===== src/sfu_map.vh =====
// Address map, field positions, reset values and timing counts for the UART.
// Assumes the includer uses byte offsets on haddr[7:0] and a 32-bit data bus.
`ifndef SFU_MAP_VH
`define SFU_MAP_VH

// ----------------------------------------
// Register byte offsets
// ----------------------------------------
`define SFU_OFF_DATA   8'h00
`define SFU_OFF_STAT   8'h04
`define SFU_OFF_CTRLB  8'h08
`define SFU_OFF_CTRLC  8'h0c
`define SFU_OFF_BAUD   8'h10
`define SFU_OFF_PWR    8'h14

// ----------------------------------------
// Status fields
// ----------------------------------------
`define SFU_ST_RXC   0
`define SFU_ST_TXC   1
`define SFU_ST_UDRE  2
`define SFU_ST_FE    3
`define SFU_ST_DOR   4
`define SFU_ST_PE    5
`define SFU_ST_U2X   6
`define SFU_ST_MPCM  7

// ----------------------------------------
// Control B fields
// ----------------------------------------
`define SFU_CB_RXEN   0
`define SFU_CB_TXEN   1
`define SFU_CB_CS2    2
`define SFU_CB_RXCIE  3
`define SFU_CB_TXCIE  4
`define SFU_CB_UDRIE  5

// ----------------------------------------
// Control C fields and encodings
// ----------------------------------------
`define SFU_CC_MODE_LO  0
`define SFU_CC_PAR_LO   2
`define SFU_CC_STOP     4
`define SFU_CC_CS_LO    5
`define SFU_MODE_ASYNC  2'h0
`define SFU_MODE_SMAST  2'h1
`define SFU_PAR_ODD_B   0
`define SFU_PAR_EN_B    1

// ----------------------------------------
// Reset values
// ----------------------------------------
`define SFU_CS_LO_RST  2'h3
`define SFU_BAUD_RST   12'h000
`define SFU_PWR_RST    1'h0

// ----------------------------------------
// Oversampling counts
// ----------------------------------------
`define SFU_OS_NORM   4'hf
`define SFU_OS_DBL    4'h7
`define SFU_MID_NORM  4'h9
`define SFU_MID_DBL   4'h5

`endif


===== src/sfu_uart.v =====
// Serial frame UART with an AHB-Lite register slave and a 16-word transmit FIFO.
// Assumes a single AHB master, word transfers, and pins outside the mclk domain.
`timescale 1ns/1ps
`default_nettype none
`include "sfu_map.vh"

module sfu_uart (
	input  wire        mclk,
	input  wire        resetn,
	input  wire        ce,
	input  wire        hsel,
	input  wire [31:0] haddr,
	input  wire [1:0]  htrans,
	input  wire        hwrite,
	input  wire [2:0]  hsize,
	input  wire [31:0] hwdata,
	input  wire        hready,
	output reg         hreadyout,
	output reg         hresp,
	output reg  [31:0] hrdata,
	input  wire        rxd_in,
	output reg         txd_out,
	input  wire        xck_in,
	output reg         xck_out,
	output reg         xck_oe,
	output reg         irq_rxc,
	output reg         irq_txc,
	output reg         irq_udre
);

	// ----------------------------------------
	// Frame size decode
	// ----------------------------------------
	function [8:0] sfu_mask;
		input [2:0] cs;
		begin
			case (cs)
				3'h0: sfu_mask = 9'h01f;
				3'h1: sfu_mask = 9'h03f;
				3'h2: sfu_mask = 9'h07f;
				3'h7: sfu_mask = 9'h1ff;
				default: sfu_mask = 9'h0ff;
			endcase
		end
	endfunction

	function [3:0] sfu_last;
		input [2:0] cs;
		begin
			case (cs)
				3'h0: sfu_last = 4'h4;
				3'h1: sfu_last = 4'h5;
				3'h2: sfu_last = 4'h6;
				3'h7: sfu_last = 4'h8;
				default: sfu_last = 4'h7;
			endcase
		end
	endfunction

	localparam [2:0] T_IDLE = 3'h0, T_DATA = 3'h1, T_PAR = 3'h2, T_STOP1 = 3'h3, T_STOP2 = 3'h4;
	localparam [2:0] R_IDLE = 3'h0, R_START = 3'h1, R_DATA = 3'h2, R_PAR = 3'h3, R_STOP = 3'h4;

	// ----------------------------------------
	// Registers and state
	// ----------------------------------------
	reg        rx_en_r, tx_en_r, cs2_r, rxc_ie_r, txc_ie_r, udre_ie_r;
	reg [1:0]  mode_r, par_r, cs_lo_r;
	reg        stop2_r, u2x_r, mpcm_r, pwr_off_r;
	reg [11:0] baud_r, bcnt_r;
	reg        rxc_r, txc_r, fe_r, pe_r, dor_r;
	reg [8:0]  rx_buf_r;
	reg [7:0]  a_off_r;
	reg        a_wr_r, a_ok_r;
	reg        rxd_s1_r, rxd_s2_r, xck_s1_r, xck_s2_r, xck_d_r;
	reg [1:0]  rx_h_r;
	reg [2:0]  tx_st_r, rx_st_r;
	reg [8:0]  tx_sh_r, rx_sh_r;
	reg [3:0]  tx_cnt_r, rx_cnt_r, tx_os_r, rx_os_r;
	reg        tx_par_r, tx_end_r, rx_pe_r;
	reg [31:0] rd_mux;

	wire [2:0] cs     = {cs2_r, cs_lo_r};
	wire [8:0] mask   = sfu_mask(cs);
	wire [3:0] last   = sfu_last(cs);
	wire       par_en  = par_r[`SFU_PAR_EN_B];
	wire       par_odd = par_r[`SFU_PAR_ODD_B];
	wire       sync    = (mode_r != `SFU_MODE_ASYNC);
	wire       master  = (mode_r == `SFU_MODE_SMAST);
	wire [3:0] osmax   = u2x_r ? `SFU_OS_DBL : `SFU_OS_NORM;
	wire [3:0] mid     = u2x_r ? `SFU_MID_DBL : `SFU_MID_NORM;
	wire       tx_hold = pwr_off_r | ~tx_en_r;
	wire       rx_hold = pwr_off_r | ~rx_en_r;

	// ----------------------------------------
	// Bus decode
	// ----------------------------------------
	wire [7:0] a_off   = {haddr[7:2], 2'h0};
	wire       a_take  = hsel & htrans[1] & hready;
	wire       rd_data = a_take & ~hwrite & (a_off == `SFU_OFF_DATA);
	wire       f_s_ready, f_m_valid;
	wire [8:0] f_m_data;
	// Data writes wait here while the FIFO is full
	wire       wr_go   = a_wr_r & ((a_off_r != `SFU_OFF_DATA) | f_s_ready);
	wire       wr_do   = wr_go & a_ok_r;
	wire       push    = wr_do & (a_off_r == `SFU_OFF_DATA);
	wire       udre    = f_s_ready;

	always @* begin
		rd_mux = 32'h0;
		case (a_off)
			`SFU_OFF_DATA:  rd_mux = {23'h0, rx_buf_r};
			`SFU_OFF_STAT:  rd_mux = {24'h0, mpcm_r, u2x_r, pe_r, dor_r, fe_r, udre, txc_r, rxc_r};
			`SFU_OFF_CTRLB: rd_mux = {26'h0, udre_ie_r, txc_ie_r, rxc_ie_r, cs2_r, tx_en_r, rx_en_r};
			`SFU_OFF_CTRLC: rd_mux = {25'h0, cs_lo_r, stop2_r, par_r, mode_r};
			`SFU_OFF_BAUD:  rd_mux = {20'h0, baud_r};
			`SFU_OFF_PWR:   rd_mux = {31'h0, pwr_off_r};
			default:        rd_mux = 32'h0;
		endcase
	end

	always @(posedge mclk) begin
		if (!resetn) begin
			hreadyout <= 1'b1;
			hresp     <= 1'b0;
			hrdata    <= 32'h0;
			a_off_r   <= 8'h0;
			a_wr_r    <= 1'b0;
			a_ok_r    <= 1'b0;
		end else if (ce) begin
			if (a_take) begin
				a_off_r   <= a_off;
				a_wr_r    <= hwrite;
				a_ok_r    <= (hsize == 3'h2);
				hreadyout <= ~hwrite;
				if (!hwrite)
					hrdata <= rd_mux;
			end else if (wr_go) begin
				a_wr_r    <= 1'b0;
				hreadyout <= 1'b1;
			end
		end
	end

	// ----------------------------------------
	// Control registers
	// ----------------------------------------
	always @(posedge mclk) begin
		if (!resetn) begin
			{rx_en_r, tx_en_r, cs2_r, rxc_ie_r, txc_ie_r, udre_ie_r} <= 6'h0;
			mode_r    <= `SFU_MODE_ASYNC;
			par_r     <= 2'h0;
			stop2_r   <= 1'b0;
			cs_lo_r   <= `SFU_CS_LO_RST;
			u2x_r     <= 1'b0;
			mpcm_r    <= 1'b0;
			baud_r    <= `SFU_BAUD_RST;
			pwr_off_r <= `SFU_PWR_RST;
		end else if (ce && wr_do) begin
			case (a_off_r)
				`SFU_OFF_CTRLB: begin
					rx_en_r   <= hwdata[`SFU_CB_RXEN];
					tx_en_r   <= hwdata[`SFU_CB_TXEN];
					cs2_r     <= hwdata[`SFU_CB_CS2];
					rxc_ie_r  <= hwdata[`SFU_CB_RXCIE];
					txc_ie_r  <= hwdata[`SFU_CB_TXCIE];
					udre_ie_r <= hwdata[`SFU_CB_UDRIE];
				end
				`SFU_OFF_CTRLC: begin
					mode_r  <= hwdata[`SFU_CC_MODE_LO+1:`SFU_CC_MODE_LO];
					par_r   <= hwdata[`SFU_CC_PAR_LO+1:`SFU_CC_PAR_LO];
					stop2_r <= hwdata[`SFU_CC_STOP];
					cs_lo_r <= hwdata[`SFU_CC_CS_LO+1:`SFU_CC_CS_LO];
				end
				`SFU_OFF_STAT: begin
					u2x_r  <= hwdata[`SFU_ST_U2X];
					mpcm_r <= hwdata[`SFU_ST_MPCM];
				end
				`SFU_OFF_BAUD: baud_r    <= hwdata[11:0];
				`SFU_OFF_PWR:  pwr_off_r <= hwdata[0];
				default: ;
			endcase
		end
	end

	// ----------------------------------------
	// Pin synchronisers and bit timing
	// ----------------------------------------
	wire tick    = (bcnt_r == 12'h000);
	wire xk_rise = master ? (tick & ~xck_out) : (xck_s2_r & ~xck_d_r);
	wire xk_fall = master ? (tick & xck_out) : (~xck_s2_r & xck_d_r);

	always @(posedge mclk) begin
		if (!resetn) begin
			{rxd_s1_r, rxd_s2_r} <= 2'h3;
			{xck_s1_r, xck_s2_r, xck_d_r} <= 3'h0;
			rx_h_r  <= 2'h3;
			bcnt_r  <= 12'h000;
			tx_os_r <= 4'h0;
			xck_out <= 1'b0;
			xck_oe  <= 1'b0;
		end else if (ce) begin
			rxd_s1_r <= rxd_in;
			rxd_s2_r <= rxd_s1_r;
			xck_s1_r <= xck_in;
			xck_s2_r <= xck_s1_r;
			xck_d_r  <= xck_s2_r;
			xck_oe   <= master & ~pwr_off_r;
			if (pwr_off_r) begin
				bcnt_r  <= baud_r;
				tx_os_r <= 4'h0;
				xck_out <= 1'b0;
			end else begin
				bcnt_r <= tick ? baud_r : bcnt_r - 12'h001;
				if (tick) begin
					rx_h_r  <= {rx_h_r[0], rxd_s2_r};
					tx_os_r <= (tx_os_r == osmax) ? 4'h0 : tx_os_r + 4'h1;
					if (master)
						xck_out <= ~xck_out;
				end
			end
		end
	end

	// ----------------------------------------
	// Transmitter
	// ----------------------------------------
	wire tx_stb  = ~tx_hold & (sync ? xk_fall : (tick & (tx_os_r == osmax)));
	wire tx_pop  = tx_stb & (tx_st_r == T_IDLE) & f_m_valid;
	wire txc_set = tx_stb & (tx_st_r == T_IDLE) & tx_end_r & ~f_m_valid;

	sfu_fifo #(
		.W  (9),
		.D  (16),
		.AW (4)
	) u_txq (
		.clk     (mclk),
		.resetn  (resetn),
		.ce      (ce),
		.clr     (pwr_off_r),
		.s_valid (push),
		.s_data  (hwdata[8:0]),
		.s_ready (f_s_ready),
		.m_valid (f_m_valid),
		.m_data  (f_m_data),
		.m_ready (tx_pop)
	);

	always @(posedge mclk) begin
		if (!resetn) begin
			tx_st_r  <= T_IDLE;
			txd_out  <= 1'b1;
			tx_sh_r  <= 9'h0;
			tx_cnt_r <= 4'h0;
			tx_par_r <= 1'b0;
			tx_end_r <= 1'b0;
		end else if (ce) begin
			if (tx_hold) begin
				tx_st_r  <= T_IDLE;
				txd_out  <= 1'b1;
				tx_end_r <= 1'b0;
			end else if (tx_stb) begin
				case (tx_st_r)
					T_IDLE: begin
						tx_end_r <= 1'b0;
						if (f_m_valid) begin
							txd_out  <= 1'b0;
							tx_sh_r  <= f_m_data & mask;
							tx_cnt_r <= 4'h0;
							tx_par_r <= (^(f_m_data & mask)) ^ par_odd;
							tx_st_r  <= T_DATA;
						end else
							txd_out <= 1'b1;
					end
					T_DATA: begin
						txd_out  <= tx_sh_r[0];
						tx_sh_r  <= {1'b0, tx_sh_r[8:1]};
						tx_cnt_r <= tx_cnt_r + 4'h1;
						if (tx_cnt_r == last)
							tx_st_r <= par_en ? T_PAR : T_STOP1;
					end
					T_PAR: begin
						txd_out <= tx_par_r;
						tx_st_r <= T_STOP1;
					end
					T_STOP1: begin
						txd_out  <= 1'b1;
						tx_end_r <= 1'b1;
						tx_st_r  <= stop2_r ? T_STOP2 : T_IDLE;
					end
					T_STOP2: begin
						txd_out <= 1'b1;
						tx_st_r <= T_IDLE;
					end
					default: tx_st_r <= T_IDLE;
				endcase
			end
		end
	end

	// ----------------------------------------
	// Receiver
	// ----------------------------------------
	// three-sample majority
	wire rx_maj  = (rx_h_r[1] & rx_h_r[0]) | (rx_h_r[1] & rxd_s2_r) | (rx_h_r[0] & rxd_s2_r);
	wire rx_bit  = sync ? rxd_s2_r : rx_maj;
	wire rx_dec  = ~rx_hold & (sync ? xk_rise : (tick & (rx_os_r == mid) & (rx_st_r != R_IDLE)));
	wire mp_ok   = ~mpcm_r | rx_sh_r[last];
	wire rx_done = rx_dec & (rx_st_r == R_STOP) & mp_ok;

	always @(posedge mclk) begin
		if (!resetn) begin
			rx_st_r  <= R_IDLE;
			rx_sh_r  <= 9'h0;
			rx_cnt_r <= 4'h0;
			rx_os_r  <= 4'h0;
			rx_pe_r  <= 1'b0;
		end else if (ce) begin
			if (!sync && tick)
				rx_os_r <= (rx_st_r == R_IDLE || rx_os_r == osmax) ? 4'h0 : rx_os_r + 4'h1;
			if (rx_hold)
				rx_st_r <= R_IDLE;
			else case (rx_st_r)
				R_IDLE: begin
					rx_sh_r  <= 9'h0;
					rx_cnt_r <= 4'h0;
					rx_pe_r  <= 1'b0;
					if (!sync && tick && !rxd_s2_r)
						rx_st_r <= R_START;
					else if (sync && xk_rise && !rxd_s2_r)
						rx_st_r <= R_DATA;
				end
				R_START: begin
					if (rx_dec)
						rx_st_r <= rx_bit ? R_IDLE : R_DATA;
				end
				R_DATA: begin
					if (rx_dec) begin
						rx_sh_r[rx_cnt_r] <= rx_bit;
						rx_cnt_r <= rx_cnt_r + 4'h1;
						if (rx_cnt_r == last)
							rx_st_r <= par_en ? R_PAR : R_STOP;
					end
				end
				R_PAR: begin
					if (rx_dec) begin
						rx_pe_r <= rx_bit ^ (^(rx_sh_r & mask)) ^ par_odd;
						rx_st_r <= R_STOP;
					end
				end
				R_STOP: begin
					if (rx_dec)
						rx_st_r <= R_IDLE;
				end
				default: rx_st_r <= R_IDLE;
			endcase
		end
	end

	// ----------------------------------------
	// Status flags and interrupt requests
	// ----------------------------------------
	wire wr_stat = wr_do & (a_off_r == `SFU_OFF_STAT);
	wire rx_load = rx_done & (~rxc_r | rd_data);

	always @(posedge mclk) begin
		if (!resetn) begin
			rxc_r    <= 1'b0;
			txc_r    <= 1'b0;
			fe_r     <= 1'b0;
			pe_r     <= 1'b0;
			dor_r    <= 1'b0;
			rx_buf_r <= 9'h0;
			irq_rxc  <= 1'b0;
			irq_txc  <= 1'b0;
			irq_udre <= 1'b0;
		end else if (ce) begin
			// Set wins over the read clear
			if (rx_load) begin
				rxc_r    <= 1'b1;
				rx_buf_r <= rx_sh_r & mask;
				fe_r     <= ~rx_bit;
				pe_r     <= rx_pe_r;
			end else if (rd_data)
				rxc_r <= 1'b0;
			if (rx_done && rxc_r && !rd_data)
				dor_r <= 1'b1;
			else if (rd_data)
				dor_r <= 1'b0;
			if (txc_set)
				txc_r <= 1'b1;
			else if (wr_stat && hwdata[`SFU_ST_TXC])
				txc_r <= 1'b0;
			irq_rxc  <= rxc_r & rxc_ie_r;
			irq_txc  <= txc_r & txc_ie_r;
			irq_udre <= udre & udre_ie_r & ~pwr_off_r;
		end
	end

endmodule // sfu_uart

`default_nettype wire


===== src/sfu_fifo.v =====
// Flip-flop FIFO with valid/ready on both sides.
// Assumes one clock; clr flushes the contents in one cycle.
`timescale 1ns/1ps
`default_nettype none

module sfu_fifo #(
	parameter W  = 9,
	parameter D  = 16,
	parameter AW = 4
) (
	input  wire          clk,
	input  wire          resetn,
	input  wire          ce,
	input  wire          clr,
	input  wire          s_valid,
	input  wire [W-1:0]  s_data,
	output wire          s_ready,
	output wire          m_valid,
	output wire [W-1:0]  m_data,
	input  wire          m_ready
);

	localparam [AW:0] FULL = D[AW:0];

	reg [W-1:0]  mem [0:D-1];
	reg [AW-1:0] wr_r;
	reg [AW-1:0] rd_r;
	reg [AW:0]   cnt_r;

	wire push = s_valid & s_ready;
	wire pop  = m_valid & m_ready;

	assign s_ready = (cnt_r != FULL);
	assign m_valid = (cnt_r != {(AW+1){1'b0}});
	assign m_data  = mem[rd_r];

	always @(posedge clk) begin
		if (!resetn || (ce && clr)) begin
			wr_r  <= {AW{1'b0}};
			rd_r  <= {AW{1'b0}};
			cnt_r <= {(AW+1){1'b0}};
		end else if (ce) begin
			if (push) begin
				mem[wr_r] <= s_data;
				wr_r      <= wr_r + 1'b1;
			end
			if (pop)
				rd_r <= rd_r + 1'b1;
			if (push && !pop)
				cnt_r <= cnt_r + 1'b1;
			else if (pop && !push)
				cnt_r <= cnt_r - 1'b1;
		end
	end

endmodule // sfu_fifo

`default_nettype wire


===== config.mk =====
export PLATFORM = sky130hd
export DESIGN_NAME = sfu_uart
export DESIGN_NICKNAME = d
export VERILOG_FILES = /design/src/sfu_uart.v /design/src/sfu_fifo.v
export VERILOG_INCLUDE_DIRS = /design/src
export SDC_FILE = /design/constraint.sdc
export NUM_CORES = 1
export LEC_CHECK = 0
export BUFFER_PORTS_ARGS = -buffer_cell sky130_fd_sc_hd__buf_2
export CAP_MARGIN = 0
export CORE_UTILIZATION = 57
export DETAILED_ROUTE_END_ITERATION = 8
export PLACE_DENSITY_LB_ADDON = 0.1
export SLEW_MARGIN = 20
export SYNTH_ARGS = -nofsm -noshare
export SYNTH_HDL_FRONTEND = slang
export SYNTH_SLANG_ARGS = --single-unit

===== constraint.sdc =====
create_clock -name mclk -period 3.5 [get_ports mclk]
set_input_delay 0.35 -clock mclk [delete_from_list [all_inputs] [get_ports mclk]]
set_output_delay 0.35 -clock mclk [all_outputs]
set_load 0.1 [all_outputs]

# After elaboration in Yosys (flattened, before gate mapping)
# Memory sizes are Yosys's and may differ from the RTL's. A register that Yosys moved wholly into a read port is not among the register bits.
# Index checks and enable logic that the tools add are counted.
# word_totals
reg_bits,164
latch_bits,0
ramBits,144
mem_bits_ro,0
inputBits,77
output_inout_bits,40
elab_cells,313
memories,1
# mem_list
memory,depth,width,rd,rd_ports_with_merged_regs,wr,line,text
u_txq.mem,16,9,1,1,1,sfu_fifo.v:25,reg [W-1:0] mem [0:D-1];
# classes
addsub,9
multipliers,0
div,0
order_cmp,3
eq_ne,40
shift,0
muxes,76
bitwise,59
n_reduce_logical,73
# ops
op,count
one-hot mux 12 bit (6 select lines),1
two-way mux 3 bit,14
two-way mux 4 bit,10
one-hot mux 9 bit (2 select lines),2
one-hot mux 9 bit (4 select lines),1
AND 1 bit,34
AND reduction 2 bit,16
two-way mux 1 bit,30
"adder 4 x 1 -> 4 bit, second input constant",6
"== test 6 x 2 -> 1 bit, second input constant",4
"== test 6 x 3 -> 1 bit, second input constant",4
two-way mux 12 bit,2
nonzero test 2 bit,12
"!= test 3 bit, second input constant",7
== test 4 bit,5
AND 9 bit,2
"== test 3 x 2 -> 1 bit, second input constant",6
two-way mux 9 bit,2
parity 9 bit,2
zero test 8 bit,2
one-hot mux 4 bit (2 select lines),2
one-hot mux 4 bit (4 select lines),1
one-hot mux 3 bit (5 select lines),1
AND reduction 3 bit,5
other kinds (35),89

# Logic depth before layout (Yosys ltp)
# depth
depth_word,12
depth_mapped,15

# Modules after synthesis
# A second synthesis with hierarchy kept.
# hier_totals
hier_cells,1173
hier_area_um2,13349.1
# by_module_without_submodules
module,instances,cells_per_inst,area_per_inst_um2,seq_area_each_um2
sfu_uart,1,833,6961.7,2622.5
sfu_fifo,1,340,6387.4,4664.5

# Worst setup path before layout
# No wires, ideal clock.
# synth_timing
path_kind,reg2reg
startpoint,register xck_out
endpoint,register u_txq.cnt_r[4]
t_arrival_ns,2.918
required_time_ns,3.372
slack_ns,0.455
path_stages_with_launch,14
synth_period_minus_slack_ns,3.045
path_cell_list,dfxtp_1 > and3b_1 > a41oi_1 > o21ai_1 > nand4_1 > ha_1 > inv_1 > ha_1 > a21o_1 > a21oi_1 > xnor2_1 > nand2_1 > xor2_1 > nor2_1
# synth_between
elab_chain_cells,11
elab_cells_between_ends,13
cone_classes,3 x mux; 5 x bitwise; 5 x reduce/logical
# synth_lines
item,line,text
from (decl),sfu_uart.v:24,"output reg xck_out,"
from (signal assigned),sfu_uart.v:218,xck_out <= ~xck_out;
AND 1 bit (*),sfu_uart.v:190,wire xk_fall = master ? (tick & xck_out) : (~xck_s2_r & xck_d_r);
two-way mux 1 bit (*),sfu_uart.v:190,
two-way mux 1 bit (*),sfu_uart.v:227,wire tx_stb = ~tx_hold & (sync ? xk_fall : (tick & (tx_os_r == osmax)));
AND 1 bit (*),sfu_uart.v:227,
AND 1 bit (*) (2 in series),sfu_uart.v:228,wire tx_pop = tx_stb & (tx_st_r == T_IDLE) & f_m_valid;
AND 1 bit (*),sfu_fifo.v:31,wire pop = m_valid & m_ready;
zero test 1 bit,sfu_fifo.v:49,if (push && !pop)
logical AND 1 bit,sfu_fifo.v:49,
nonzero test 2 bit (no line),n/a,
AND reduction 2 bit (no line),n/a,
to (signal assigned),sfu_fifo.v:41,cnt_r <= {(AW+1){1'b0}};
to (signal assigned),sfu_fifo.v:50,cnt_r <= cnt_r + 1'b1;
to (signal assigned),sfu_fifo.v:52,cnt_r <= cnt_r - 1'b1;
to (decl),sfu_fifo.v:28,reg [AW:0] cnt_r;
# Mark *: on every way between the ends. The rest lies on a longest branch, timed or not.
# A chain may end at the register's enable or synchronous reset.

# Worst setup path in the final report
# layout_timing
startpoint,register bcnt_r[0]
endpoint,register u_txq.cnt_r[4]
# layout_between
elab_chain_cells,12
elab_cells_between_ends,15
cone_classes,3 x mux; 6 x bitwise; 6 x reduce/logical
# layout_lines
item,line,text
from (decl),sfu_uart.v:69,"reg [11:0] baud_r, bcnt_r;"
from (signal assigned),sfu_uart.v:209,bcnt_r <= baud_r;
from (signal assigned),sfu_uart.v:213,bcnt_r <= tick ? baud_r : bcnt_r - 12'h001;
zero test 12 bit (*),sfu_uart.v:188,wire tick = (bcnt_r == 12'h000);
AND 1 bit,sfu_uart.v:190,
two-way mux 1 bit,sfu_uart.v:190,
two-way mux 1 bit (*),sfu_uart.v:227,
AND 1 bit (*),sfu_uart.v:227,
AND 1 bit (*) (2 in series),sfu_uart.v:228,
AND 1 bit (*),sfu_fifo.v:31,
zero test 1 bit,sfu_fifo.v:49,
logical AND 1 bit,sfu_fifo.v:49,
nonzero test 2 bit (no line),n/a,
AND reduction 2 bit (no line),n/a,
# Marked as above.

==> impl_metrics.py <==
metrics = {
    "clock_network": {
        "htree_levels": 1,
        "cts.sinks": 292,
        "worstSkewPairLatency_ps": 560,
        "tritoncts": "done",
        "numCtsBuffers": 30,
        "cts_setup_buffers": 0,
        "cts.reportedPaths.clkPinSlew_ps": 60,
        "cts_root_buf": "clkbuf_16",
        "clockBufferDepth": 3,
    },
    "logic_synthesis": {
        "yosysTopAreaCellShare": 0.329,
        "syn_inst": 1191,
        "synth.yosys.seq_area_share": 0.554,
        "syn_area_um2": 13100,
        "synth_edf_count": 144,
        "syn_avg_cell_area_um2": 11.0,
        "ys_async_sr_fraction": 0,
        "ys_seq_elements": 292,
        "synth.yosys.warnings": 0,
        "synth.distinct_cells": 65,
        "synth_top_area_cell": "edfxtp_1",
        "synth_flop_cell": "dfxtp_1",
        "ys_top_cells_by_area": "edfxtp_1, dfxtp_1, mux4_2",
    },
    "timing": {
        "setup-violations-final": 0,
        "slew_headroom": 0.314,
        "rsz0062_at_grt": "no",
        "drv_slew": 0,
        "fmax_ghz": 0.317,
        "period_minus_slack_ps": 3150,
        "worst_pin_slew_ps": 1030,
        "final.setup_skew_ps": 14.7,
        "finalHoldViolCount": 0,
        "timing.final.crit_share": 0.900,
        "timing.setup.tns_ps": 0,
        "whs_ps": 25.5,
    },
    "layout": {
        "multi_input_area_um2": 5430,
        "post_route_cells_drive_above_1_share": 0.146,
        "regArea_um2": 7290,
        "diodes": 0,
        "area_growth_pct": 11.7,
        "final_nets": 1343,
        "final_area_um2": 14700,
        "fillers": 1739,
    },
    "worst_setup_path": {
        "crit_arrival_ps": 3590,
        "cp-start-kind": "flop",
        "startpoint": "bcnt_r[0]$_SDFFE_PN0P_",
        "cp_slowest_stage_delay_ps": 390,
        "worstPathRequired_ps": 3940,
        "crit_top_cell": "ha_1",
        "worstSetupEndpointType": "flop",
        "path_class": "flop to flop",
        "worst_path_max_delay_cell": "o21ai_1",
        "crit_chain": "inv_1, ha_1, nor2b_1, nand4_1, o21ai_1, nand4_1, ha_1, inv_1, ha_1, a21o_1, a21oi_1, xnor2_1, nand2_1, xor2_1, nor2_1",
        "critical_path.max_fanout": 5,
        "reg2reg_from": "bcnt_r[0]$_SDFFE_PN0P_",
    },
    "place": {
        "dpl.hpwl_mm": 20.5,
        "placed_area_um2": 13700,
        "gp_congestion": 0.842,
        "port_buffers": 48,
    },
    "floorplan": {
        "ios": 117,
        "die_h_um": 154,
        "start_util": 0.581,
        "design.die.area_um2": 23700,
        "coreArea_um2": 22600,
        "rows": 55,
        "die_x_um": 154,
    },
    "global_routing": {
        "grt_usage": 0.263,
        "grt_pass1_vias": 8576,
        "antenna_found_initial": 0,
        "grt_pass1_wl_mm": 48.0,
        "grt_overflow": 0,
        "grt_max_degree": 98,
    },
    "hold_path": {
        "min_path_type": "input port to flop",
        "hold_start": "hwdata[10]",
    },
    "outcome": {
        "status": "finished clean",
    },
    "detailed_routing": {
        "wire_per_inst_um": 19.6,
        "vias_per_cell": 5.99,
        "first_pass_iters": 6,
        "drt_iter0_drc": 767,
        "via_count": 9312,
        "route.detailed.drc": 0,
        "ant_nets": 0,
        "routed_wl_mm": 30.5,
    },
    "power": {
        "peakVddDrop_v": 0.000526,
        "p_leak_nw": 5.22,
        "powerDensity_nw_per_um2": 526,
    },
    "run": {
        "max_cap_violations": 0,
    },
}
## stage by stage
| stage | cells | utilization | power, mW | setup WS [ps] |
|---|---|---|---|---|
| 2_1_floorplan | 1211 | - | 4.48 | 455 |
| 3_3_place_gp | 1498 | 0.605 | 4.65 | 451 |
| 3_5_place_dp | 1498 | 0.605 | 4.67 | 396 |
| 4_1_cts | 1555 | 0.649 | 7.76 | 360 |
| 5_1_grt | 1555 | 0.649 | 8.01 | 116 |
| 6_report | 1555 | 0.649 | 7.72 | 350 |
## final cells by class
type | instances | area share
Clock buffer | 50 | 0.0637
Clock inverter | 6 | 0.00298
Inverter | 18 | 0.00469
Multi-Input combinational cell | 815 | 0.370
Sequential cell | 292 | 0.496
Tap cell | 285 | 0.0243
Timing Repair Buffer | 89 | 0.0383
## logic make-up after synthesis
logic type / Yosys count / synth area share
flip-flops: 292 / 0.554
other: 1 / 0.000285
AND/OR/NAND/NOR: 428 / 0.151
AO/OA/AOI/OAI: 202 / 0.0961
buffers and inverters: 104 / 0.0383
adder cells (fa/ha/maj): 20 / 0.0196
multiplexers: 110 / 0.118
XOR/XNOR: 34 / 0.0227
## critical path, delay by kind of cell (launching register included)
kind	cells	cell delay (ps)
compound gates	3	760
xor+xnor	2	290
fa+ha+maj	3	690
buf+inv	2	300
flops	1	330
simple gates	5	670
## power by group
part | switching [mW] | internal, mW | leakage (nW)
registers | 0.0768 | 3.66 | 2.49
clock network | 1.29 | 1.81 | 0.484
logic | 0.606 | 0.271 | 2.25
total | 1.98 | 5.74 | 5.22
## placed cells by master (no fill, tap or decap), types with 9 or more instances in the layout
cell type	count
conb_1	21
o21ai_0	46
xnor2_1	21
clkbuf_8	11
buf_2	48
a22oi_1	12
nor3_1	25
nand3_1	44
dfxtp_1	147
a21oi_1	74
ha_1	19
mux4_2	35
nor2_1	159
edfxtp_1	144
buf_4	39
xor2_1	13
nand3b_1	9
mux2i_1	69
nor2b_1	14
nand4_1	14
a21o_1	9
nand2b_1	14
clkbuf_16	30
inv_1	17
nand2_1	106
clkbuf_1	9
## cells in the mapped netlist (4+ instances only)
| master | n |
|---|---|
| buf_4 | 23 |
| a21oi_1 | 74 |
| nand2b_1 | 14 |
| o211a_1 | 4 |
| inv_1 | 17 |
| a22oi_1 | 12 |
| a211oi_1 | 7 |
| o211ai_1 | 4 |
| o31ai_1 | 5 |
| xnor2_1 | 21 |
| mux2_2 | 6 |
| nand3b_1 | 9 |
| a22o_1 | 4 |
| xor2_1 | 13 |
| ha_1 | 19 |
| clkbuf_1 | 50 |
| a311oi_1 | 5 |
| a222oi_1 | 7 |
| buf_2 | 9 |
| nor3_1 | 25 |
| nor2_1 | 159 |
| nand3_1 | 44 |
| and3_1 | 4 |
| nand4_1 | 14 |
| mux2i_1 | 69 |
| a21o_1 | 9 |
| edfxtp_1 | 144 |
| nor2b_1 | 14 |
| and2_1 | 5 |
| dfxtp_1 | 148 |
| a31oi_1 | 5 |
| or3_1 | 8 |
| nor3b_1 | 7 |
| mux4_2 | 35 |
| o21ai_0 | 46 |
| nand2_1 | 106 |
## state kept, by name (all words and copies together) (netlist names), 4 cells and up, named ones only
name / flops
rx_buf_r: 9
a_off_r: 6
rx_cnt_r: 4
u_txq.mem: 144
tx_sh_r: 9
baud_r: 12
hrdata: 12
tx_cnt_r: 4
u_txq.rd_r: 4
rx_sh_r: 9
bcnt_r: 12
rx_os_r: 4
u_txq.cnt_r: 5
u_txq.wr_r: 4
tx_os_r: 4
## final timing paths
path / endpoint / slack [ps] / cells after the start
worst max-delay path: u_txq.cnt_r[4]$_SDFFE_PP0P_ / 350 / 15
worst min-delay path: baud_r[10]$_SDFFE_PN0P_ / 30 / 3
worst max register to register: u_txq.cnt_r[4]$_SDFFE_PP0P_ / 350 / 15
worst min register to register: a_off_r[5]$_SDFFE_PN0P_ / 450 / 2
## routing by layer
metal | wire, um | up-vias | track usage
met4 | 625 | 0 | 0.0676
li1 | - | 4417 | -
met5 | 0 | - | 0
met1 | 14000 | 4490 | 0.395
met3 | 2510 | 45 | 0.0476
met2 | 13400 | 360 | 0.394
## timing repair
item | 4_1_cts | 5_1_grt
endpoints found under the hold margin | 1 | 0
hold buffers | 1 | 0
gates resized for setup | 0 | 0
(Power assumes the default switching activity.)
